## src/pkg/rh_desc_pkg.sv

```systemverilog
// constants for the root hub descriptor a register block
package rh_desc_pkg;
  // register location and reset image
  localparam logic [31:0] RHDA_ADDR     = 32'hB000_7048;
  localparam logic [31:0] RHDA_RESET    = 32'h0100_0002;
  // field positions
  localparam int          PGD_LSB       = 24;
  localparam int          PGD_W         = 2;
  localparam int          OCP_ABS_BIT   = 12;
  localparam int          OCG_BIT       = 11;
  localparam int          DEV_TYPE_BIT  = 10;
  localparam int          PWR_ABS_BIT   = 9;
  localparam int          PSG_BIT       = 8;
  localparam int          PORTS_LSB     = 0;
  localparam int          PORTS_W       = 8;
  // reset values of the fields, taken from the reset image
  localparam logic [1:0]  PGD_RESET     = RHDA_RESET[PGD_LSB +: PGD_W];
  localparam logic [7:0]  PORTS_RESET   = RHDA_RESET[PORTS_LSB +: PORTS_W];
  localparam logic        OCP_ABS_RESET = RHDA_RESET[OCP_ABS_BIT];
  localparam logic        OCG_RESET     = RHDA_RESET[OCG_BIT];
  localparam logic        PWR_ABS_RESET = RHDA_RESET[PWR_ABS_BIT];
  localparam logic        PSG_RESET     = RHDA_RESET[PSG_BIT];
  // power-good unit time and its cycle count at the system clock
  localparam int          PGD_UNIT_MS   = 2;
  localparam int          CLK_HZ        = 25_000_000;
  localparam int          PGD_UNIT_CYC  = PGD_UNIT_MS * (CLK_HZ / 1000);
  // number of over-current input pins wired to this block
  localparam int          NUM_PORT_PINS = 2;
  // power-good sequencer states
  typedef enum logic [1:0] {PG_OFF, PG_WAIT, PG_GOOD} pg_state_type;
endpackage : rh_desc_pkg

```

## src/core/overcurrent_gate.sv

```systemverilog
// over-current reporting gate, global or per port
`timescale 1ns/1ps
`default_nettype none
module overcurrent_gate
  import rh_desc_pkg::*;
(
  input  wire logic                     clk,
  input  wire logic                     reset,
  input  wire logic                     report_enable, // reporting on
  input  wire logic                     per_port,      // per-port mode
  input  wire logic                     oc_global_in,  // shared sense
  input  wire logic [NUM_PORT_PINS-1:0] oc_port_in,    // per-port sense
  output var  logic [NUM_PORT_PINS-1:0] overcurrent_flag
);
  // one flop per port; the mode bit only matters while reporting
  genvar g;
  generate
    for (g = 0; g < NUM_PORT_PINS; g++)
    begin : port_flag
      wire next_flag = report_enable &
                       (per_port ? oc_port_in[g] : oc_global_in);
      always_ff @(posedge clk or posedge reset)
      begin
        if (reset)
          overcurrent_flag[g] <= 1'b0;
        else
          overcurrent_flag[g] <= next_flag;
      end
    end
  endgenerate
endmodule : overcurrent_gate
`default_nettype wire

```

## src/core/power_good_timer.sv

```systemverilog
// port power-on to power-good delay sequencer
`timescale 1ns/1ps
`default_nettype none
module power_good_timer
  import rh_desc_pkg::*;
#(
  parameter int UNIT_CYCLES = PGD_UNIT_CYC
)(
  input  wire logic             clk,
  input  wire logic             reset,
  input  wire logic             power_on,    // port power switched on
  input  wire logic [PGD_W-1:0] delay,       // delay in 2 ms units
  output var  logic             power_good   // power now counted valid
);
  pg_state_type     state;        // sequencer state
  pg_state_type     next_state;   // its next value
  logic [PGD_W-1:0] units;        // units still to wait
  logic [31:0]      cnt;          // cycles inside the current unit
  logic [31:0]      elapsed;      // helper: wait cycles so far
  logic [PGD_W-1:0] latched;      // helper: delay taken at start
  wire              unit_done = (cnt == 32'(UNIT_CYCLES - 1));
  wire              last_unit = (units == PGD_W'(1));

  // next state: a zero delay counts as good at once
  always_comb
  begin
    next_state = state;
    case (state)
      PG_OFF:  if (power_on) next_state = (delay == '0) ? PG_GOOD : PG_WAIT;
      PG_WAIT:
      begin
        if (!power_on)
          next_state = PG_OFF;
        else if (unit_done && last_unit)
          next_state = PG_GOOD;
      end
      PG_GOOD: if (!power_on) next_state = PG_OFF;
      default: next_state = PG_OFF;
    endcase
  end

  // state, unit and cycle counters
  always_ff @(posedge clk or posedge reset)
  begin
    if (reset)
    begin
      state      <= PG_OFF;
      units      <= '0;
      cnt        <= '0;
      power_good <= 1'b0;
    end
    else
    begin
      state      <= next_state;
      power_good <= (next_state == PG_GOOD);
      if (state != PG_WAIT)
      begin
        units <= delay;   // delay sampled as power goes on
        cnt   <= '0;
      end
      else if (unit_done)
      begin
        units <= units - PGD_W'(1); // one 2 ms unit gone
        cnt   <= '0;
      end
      else
        cnt <= cnt + 32'd1;
    end
  end

  // helper counting for the delay check
  always_ff @(posedge clk or posedge reset)
  begin
    if (reset)
    begin
      elapsed <= '0;
      latched <= '0;
    end
    else if (state == PG_WAIT)
      elapsed <= elapsed + 32'd1;
    else
    begin
      elapsed <= '0;
      latched <= delay;
    end
  end
endmodule : power_good_timer
`default_nettype wire

```

## src/core/root_hub_descriptor_a.sv

```systemverilog
// root hub descriptor a register with its power and over-current outputs
// Notes on behaviour
// - power-good delay counts 2 ms units
// - only low two delay bits stored
// - absent-protection bit suppresses over-current reporting
// - over-current granularity only while reporting
// - always-powered bit keeps ports powered
// - switch granularity only while switching used
// - port count in low byte, reset image
`timescale 1ns/1ps
`default_nettype none
module root_hub_descriptor_a
  import rh_desc_pkg::*;
#(
  parameter int PGD_UNIT_CYCLES = PGD_UNIT_CYC  // cycles per 2 ms unit
)(
  input  wire logic                     clk,
  input  wire logic                     reset,
  // register port
  input  wire logic [31:0]              addr,
  input  wire logic [31:0]              wdata,
  input  wire logic                     write_strobe,
  input  wire logic                     read_strobe,
  output var  logic [31:0]              rdata,
  // power switching side
  input  wire logic                     port_power_request,
  output var  logic                     port_power_enable,
  output var  logic                     power_good,
  output var  logic                     power_switch_absent,
  output var  logic                     power_switch_granularity,
  // over-current side
  input  wire logic                     oc_global_in,
  input  wire logic [NUM_PORT_PINS-1:0] oc_port_in,
  output var  logic                     overcurrent_report_enable,
  output var  logic                     overcurrent_granularity,
  output var  logic [NUM_PORT_PINS-1:0] overcurrent_flag,
  // plain copies of the stored fields
  output var  logic [PGD_W-1:0]         power_good_delay,
  output var  logic [PORTS_W-1:0]       downstream_port_count
);

  // stored fields; power_good_delay and downstream_port_count are
  // the output flops themselves
  logic             overcurrent_protection_absent; // no reporting
  logic             ocg_field;                     // raw granularity
  logic             ports_always_powered;          // raw power bit
  logic             psg_field;                     // raw switch granularity

  // limitations a user of this block should know:
  // the mode outputs trail the field flops by one cycle, so logic
  // reacting to a write still sees the old mode for that cycle
  // the sequencer and the flag gate take the unregistered mode, so
  // they do not add that cycle on top of their own delay
  // a delay of zero counts as good at once; software is told not to
  // use it, and it is not refused here
  // the port count is plain storage and is never compared against
  // the number of over-current pins wired in
  // read data drop to zero after one cycle, so nothing stale lingers

  // decode helper, used for both strobes
  function automatic logic addr_hit(input logic [31:0] a);
    addr_hit = (a == RHDA_ADDR);
  endfunction : addr_hit

  wire              write_hit = write_strobe & addr_hit(addr); // write decode
  wire              read_hit  = read_strobe & addr_hit(addr);  // read decode

  // read image; anything not stored is a constant zero
  logic [31:0]      image;
  always_comb
  begin
    image                           = '0;
    image[PGD_LSB +: PGD_W]         = power_good_delay;
    image[OCP_ABS_BIT]              = overcurrent_protection_absent;
    image[OCG_BIT]                  = ocg_field;
    image[PWR_ABS_BIT]              = ports_always_powered;
    image[PSG_BIT]                  = psg_field;
    image[PORTS_LSB +: PORTS_W]     = downstream_port_count;
  end

  // unmapped reads return zero so software never sees stale data
  wire [31:0]       next_rdata = read_hit ? image : 32'h0000_0000;

  // effective mode outputs; each mode bit is forced to the global
  // choice while the feature it qualifies is off
  wire              next_oc_report = ~overcurrent_protection_absent;
  wire              next_oc_gran   = next_oc_report & ocg_field;
  wire              next_pwr_en    = port_power_request |
                                     ports_always_powered;
  wire              next_ps_gran   = ~ports_always_powered & psg_field;

  // delay field; the upper delay bits are dropped on write
  always_ff @(posedge clk or posedge reset)
  begin
    if (reset)
      power_good_delay <= PGD_RESET;
    else if (write_hit)
      power_good_delay <= wdata[PGD_LSB +: PGD_W];
  end

  // port count; plain storage, nothing here depends on it
  always_ff @(posedge clk or posedge reset)
  begin
    if (reset)
      downstream_port_count <= PORTS_RESET;
    else if (write_hit)
      downstream_port_count <= wdata[PORTS_LSB +: PORTS_W];
  end

  // mode bits; reserved and device-type bits are not stored
  always_ff @(posedge clk or posedge reset)
  begin
    if (reset)
    begin
      overcurrent_protection_absent <= OCP_ABS_RESET;
      ocg_field                     <= OCG_RESET;
      ports_always_powered          <= PWR_ABS_RESET;
      psg_field                     <= PSG_RESET;
    end
    else if (write_hit)
    begin
      overcurrent_protection_absent <= wdata[OCP_ABS_BIT];
      ocg_field                     <= wdata[OCG_BIT];
      ports_always_powered          <= wdata[PWR_ABS_BIT];
      psg_field                     <= wdata[PSG_BIT];
    end
  end

  // read data, one cycle after the strobe
  always_ff @(posedge clk or posedge reset)
  begin
    if (reset)
      rdata <= '0;
    else
      rdata <= next_rdata;
  end

  // registered mode outputs, one cycle behind the fields
  always_ff @(posedge clk or posedge reset)
  begin
    if (reset)
    begin
      overcurrent_report_enable <= 1'b0;
      overcurrent_granularity   <= 1'b0;
      port_power_enable         <= 1'b0;
      power_switch_absent       <= 1'b0;
      power_switch_granularity  <= 1'b0;
    end
    else
    begin
      overcurrent_report_enable <= next_oc_report;
      overcurrent_granularity   <= next_oc_gran;
      port_power_enable         <= next_pwr_en;
      power_switch_absent       <= ports_always_powered;
      power_switch_granularity  <= next_ps_gran;
    end
  end

  // power-good sequencer follows the effective port power
  power_good_timer #(
    .UNIT_CYCLES (PGD_UNIT_CYCLES)
  ) u_timer (
    .clk        (clk),
    .reset      (reset),
    .power_on   (next_pwr_en),
    .delay      (power_good_delay),
    .power_good (power_good)
  );

  // over-current flags, gated by the reporting options
  overcurrent_gate u_oc (
    .clk              (clk),
    .reset            (reset),
    .report_enable    (next_oc_report),
    .per_port         (ocg_field),
    .oc_global_in     (oc_global_in),
    .oc_port_in       (oc_port_in),
    .overcurrent_flag (overcurrent_flag)
  );
endmodule : root_hub_descriptor_a
`default_nettype wire

```

## config.mk

```make
export PLATFORM = sky130hd
export DESIGN_NAME = root_hub_descriptor_a
export DESIGN_NICKNAME = d
export VERILOG_FILES = /design/src/pkg/rh_desc_pkg.sv /design/src/core/overcurrent_gate.sv /design/src/core/power_good_timer.sv /design/src/core/root_hub_descriptor_a.sv
export SDC_FILE = /design/constraint.sdc
export NUM_CORES = 1
export LEC_CHECK = 0
export BUFFER_PORTS_ARGS = -buffer_cell sky130_fd_sc_hd__buf_4
export CORE_UTILIZATION = 46
export CTS_BUF_LIST = sky130_fd_sc_hd__clkbuf_2 sky130_fd_sc_hd__clkbuf_4 sky130_fd_sc_hd__clkbuf_8
export CTS_CLUSTER_SIZE = 10
export DETAILED_ROUTE_END_ITERATION = 10
export PLACE_DENSITY = 0.75
export SYNTH_ARGS = -nofsm -noshare
export SYNTH_HDL_FRONTEND = slang
export SYNTH_SLANG_ARGS = --single-unit
```

## constraint.sdc

```tcl
create_clock -name clk -period 5 [get_ports clk]
set_input_delay 0.5 -clock clk [delete_from_list [all_inputs] [get_ports clk]]
set_output_delay 0.5 -clock clk [all_outputs]
set_load 0.05 [all_outputs]
```

After elaboration in Yosys (flattened, before gate mapping)
Index checks and enable logic that the tools add are counted.

Bits in registers: 84. Word-level logic and storage cells: 53.

Equality and inequality tests: 7. Bitwise operators: 9. Reduce and logical (&&, ||, !) cells: 4. Muxes and demuxes: 13. $add $sub $neg: 2.

Operators by type and width (count): $mux 32 (2); $add 32x1->32 const B (1); $eq 32x16->1 const B (1); $eq 32x32->1 const B (1); $mux 26 (1); $mux 2 (7); $and 1x1->1 (6); $pmux 2 s3 (1); $eq 2x1->1 const B (2); $eq 2x2->1 const B (2); $logic_not 2->1 (2); $mux 1 (2); $ne 2x1->1 const B (1); $not 1->1 (2); $reduce_bool 2->1 (1); $sub 2x1->2 const B (1); $logic_and 1x1->1 (1); $or 1x1->1 (1).

Logic depth before layout (Yosys ltp)
Depth in word-level cells: 6. Depth in mapped cells: 7.

By module
Synthesis repeated with hierarchy kept, for this count alone.

Cells, all modules: 304. Area, all modules: 3438.3 um^2.

By module, submodules not included: power_good_timer (area an instance 1914.3 um^2, instances 1, cells each 195); root_hub_descriptor_a (area an instance 1441.4 um^2, instances 1, cells each 101); overcurrent_gate (area an instance 82.6 um^2, instances 1, cells each 8).

Worst setup path before layout
Ideal clock, no wire load.

Kind: input -> register. From: in addr[25]. To: reg downstream_port_count[0]. Slack: 2.897 ns. Arrival time: 1.978 ns. Stages on the path: 7. Path buffers: 2. Setup time: 0.125 ns. Cell sequence: nor4b_1 > nand4_1 > nor2_1 > and2_1 > clkbuf_1 > buf_2 > mux2_2.

Longest elaborated chain between the ends: 2.

RTL lines: from (decl) (RTL line root_hub_descriptor_a.sv:20) `input wire logic [31:0] addr,`; $eq 32x32->1 (RTL line root_hub_descriptor_a.sv:62) `addr_hit = (a == RHDA_ADDR);`; $and 1x1->1 (RTL line root_hub_descriptor_a.sv:65) `wire write_hit = write_strobe & addr_hit(addr);`; to (signal assigned) (RTL line root_hub_descriptor_a.sv:107) `downstream_port_count <= wdata[PORTS_LSB +: PORTS_W];`; to (decl) (RTL line root_hub_descriptor_a.sv:39) `output var logic [PORTS_W-1:0] downstream_port_count`.

Every way passes these cells. A chain may end at the register's enable or synchronous reset.

Worst setup path in the final report
From: reg u_timer.cnt[19]. To: reg u_timer.cnt[9].

Longest elaborated chain between the ends: 3.

RTL lines: from (decl) (RTL line power_good_timer.sv:18) `logic [31:0] cnt;`; from (signal assigned) (RTL line power_good_timer.sv:67) `cnt <= cnt + 32'd1;`; $eq 32x16->1 (RTL line power_good_timer.sv:21) `wire unit_done = (cnt == 32'(UNIT_CYCLES - 1));`; $mux 32 (RTL line power_good_timer.sv:61) `else if (unit_done)`; $mux 32 (RTL line power_good_timer.sv:56) `if (state != PG_WAIT)`.

Every way passes these cells.

==> flow_summary_export.csv <==
group,metric,value,unit
status,outcome,"finished, final reports clean",
timing,holdWs,0.360,ns
critical_path,critPathMaxFanout,32,
grt,grt_start_max_net_pins,73,
floorplanning,row_count,30,
grt,overflow,0,
drt,drtPass1Iterations,4,
hold_path,whs_endpoint,"port_power_enable",
clock_network,clkSinkCount,72,
critical_path,critical_path.cell_chain,"or4_1 -> or3_4 -> nor3_4 -> or2b_4 -> nor2_1",
layout,final_nets,458,
placement,dp.cells,469,
layout,stdcell_count,485,
grt,grt_pass1_wl,11400,µm
layout,seq_area,1800,µm²
yosys,synthTopCellsByArea,"dfrtp_1, xor2_1, mux2_2, nor2_1, buf_4",
timing,finalHoldViolations,0,
power,switching_share,25.4,%
power,p_sw,0.290,mW
placement,dp_slack,2.44,ns
timing,fin_crit,2.31,ns
placement,numPortBuffers,85,
power,ir_worst_vdd,0.239,mV
drt,avgViaCountPerCell,4.92,
yosys,yosys-top-cells-count,"dfrtp_1, nor2_1, xor2_1, and3_1",
grt,grt_pass1_vias,2458,
clock_network,ctsResizeCount,0,
yosys,synth_area_leader_cell,"dfrtp_1",
timing,fmax,0.434,GHz
placement,gp_congestion,0.731,
critical_path,cp_num_buf_inv,0,
timing,final-setup-viol-count,0,
hold_path,hp-class,"input port to flip-flop",
critical_path,cp_slowest_cell,"or4_1",
timing,worst_slew_pin_slew,1.11,ns
timing,finClkSkew,0.0108,ns
placement,dp_hpwl,4580,µm
yosys,netlist_area,3290,µm²
yosys,synth_edf_count,0,
drt,postRouteAntennaNets,0,
power,pwr-share-comb,7.5,%
layout,fillCellCount,575,
timing,tns,0,ns
layout,multiInputGateArea,1320,µm²
timing,rsz0062_at_grt,"false",
yosys,ys_warn_count,0,
timing,timing.final.ws_setup,2.69,ns
yosys,ys_dominant_reg_cell,"dfrtp_1",
clock_network,cts_root_buf,"clkbuf_8",
critical_path,crit_path_end_kind,"flip-flop",
drt,wl,6660,µm
clock_network,cts_setup_buffers,0,
yosys,seq_area_frac_synth,54.8,%
power,fin_total_pwr,1.14,mW
clock_network,htree_levels,3,
critical_path,r2r_setup_slack,2.69,ns
floorplanning,ios,122,
hold_path,holdPathStages,3,
floorplanning,core_area,6870,µm²
yosys,async_reset_ff_share,100,%
timing,max_slew_margin,25.7,%
critical_path,required,5.23,ns
critical_path,critPathMaxStageDelay,0.55,ns
power,internal_power,0.851,mW
hold_path,hp-start,"port_power_request",
yosys,yosysUniqueCellTypes,34,
layout,area_growth,25.4,%
power,power.density,276,nW/µm²
drt,drt_iter0_drc,116,
clock_network,clk_pin_slew,0.09,ns
yosys,synth_top_area_share,53.2,%
floorplanning,dieArea,7500,µm²
layout,drive_gt1_share,32.1,%
power,pwr-share-clk,41.2,%
clock_network,max-clock-path-buffers,2,
yosys,synth_seq_cells,72,
critical_path,path_delay_family,"simple AND/OR/NAND/NOR gates",
grt,grtUsageTotal,20.0,%
job,cap_violations,0,
floorplanning,die_h,86.6,µm
critical_path,r2r-end,"u_timer.cnt[9]",
critical_path,worst_setup_path_start_kind,"flip-flop",
yosys,synth_cells,297,
power,p_seq_share,51.2,%
critical_path,crit_type,"flip-flop to flip-flop",
clock_network,numCtsBuffers,9,
clock_network,clock_latency,0.35,ns
clock_network,cts_hold_buf,0,
floorplanning,start_util,47.9,%
layout,antenna_cells,0,
critical_path,worst-r2r-cell-count,5,
clock_network,cts_tree,"yes",
grt,antenna_found_initial,0,
yosys,syn_area_per_cell,11.1,µm²
timing,slew_violations,0,
power,leakage,2.02,nW
timing,finalCritPeriodShare,46.1,%
critical_path,cp.arrival,2.53,ns
drt,wl_per_cell,13.7,µm
critical_path,r2r_start,"u_timer.cnt[19]",
yosys,synth.most_common_cell,"dfrtp_1",
floorplanning,die_w,86.6,µm
drt,vias,2387,
drt,drc,0,
[cells by family after synthesis]
group	synth area share (%)
AND/OR/NAND/NOR	23.0
flip-flops	54.8
buffers and inverters	6.99
XOR/XNOR	8.25
multiplexers	5.09
AO/OA/AOI/OAI	0.988
adder cells (fa/ha/maj)	0.760
other	0.114
[worst max path at each step]
stage | cells past startpoint | to | slack, ns | startpoint
2_1_floorplan | 1 | downstream_port_count[0] | 2.68 | reset
3_3_place_gp | 7 | downstream_port_count[5] | 2.50 | addr[25]
3_5_place_dp | 7 | downstream_port_count[6] | 2.44 | addr[1]
4_1_cts | 6 | u_timer.cnt[28] | 2.65 | u_timer.cnt[0]
5_1_grt | 6 | u_timer.cnt[16] | 2.49 | u_timer.cnt[0]
6_report | 5 | u_timer.cnt[9] | 2.69 | u_timer.cnt[19]
[layer usage]
metal | vias up | part of all wire (%) | global-route usage [%]
li1 | 1170 | - | -
met1 | 1146 | 42 | 24.0
met2 | 60 | 49 | 32.3
met3 | 11 | 7.4 | 8.19
met4 | 0 | 1.6 | 7.58
met5 | - | 0 | 0
[per-stage QoR]
stage / area (µm²) / util (%)
floorplan: 3360 / -
global placement: 3930 / 57.1
detailed placement: 3930 / 57.1
CTS: 4130 / 60.1
global route: 4130 / 60.1
finish: 4130 / 60.1
[worst reg2reg max path, delay by kind of cell, from the launching register on]
kind	cells	cell delay, ns
flops	1	0.41
simple gates	5	1.77
[layout by cell type (no fill, tap or decap), drive strengths merged]
cell type	synthesis	routed
a21oi	4	4
a31oi	2	2
and2	3	3
and3	21	21
and4	5	5
buf	22	88
bufinv	0	1
clkbuf	7	9
clkinv	0	3
clkinvlp	0	1
conb	1	18
dfrtp	70	70
dfstp	2	2
ha	2	2
inv	5	7
mux2	14	14
mux2i	1	1
nand2	8	8
nand2b	1	1
nand3	12	12
nand4	18	18
nor2	42	42
nor2b	3	3
nor3	5	5
nor4	7	7
nor4b	4	4
nor4bb	2	2
or2	1	1
or2b	1	1
or3	2	2
or4	1	1
xnor2	5	5
xor2	26	26
[flip-flops by register name, summed over array words and instances (netlist names), 2 cells and up]
register / cells
downstream_port_count: 8
power_good_delay: 2
rdata: 14
u_oc.overcurrent_flag: 2
u_timer.cnt: 32
u_timer.state: 2
u_timer.units: 2
[power groups by stage]
stage / clock [mW] / sequential (mW) / combinational (mW)
after floorplan: 0 / 0.602 / 0.0531
after global placement: 0 / 0.596 / 0.0857
after detailed placement: 0 / 0.596 / 0.0868
after CTS: 0.485 / 0.585 / 0.0870
after global routing: 0.514 / 0.585 / 0.0927
final: 0.470 / 0.585 / 0.0861
[cell type report]
cell class | count | share of cell area, %
Tap cell | 96 | 2.91
Multi-Input combinational cell | 208 | 32.0
Clock buffer | 9 | 3.00
Clock inverter | 7 | 1.94
Timing Repair Buffer | 88 | 16.0
Sequential cell | 72 | 43.7
Inverter | 5 | 0.455
No activity file was read; power rests on OpenSTA's default activity.
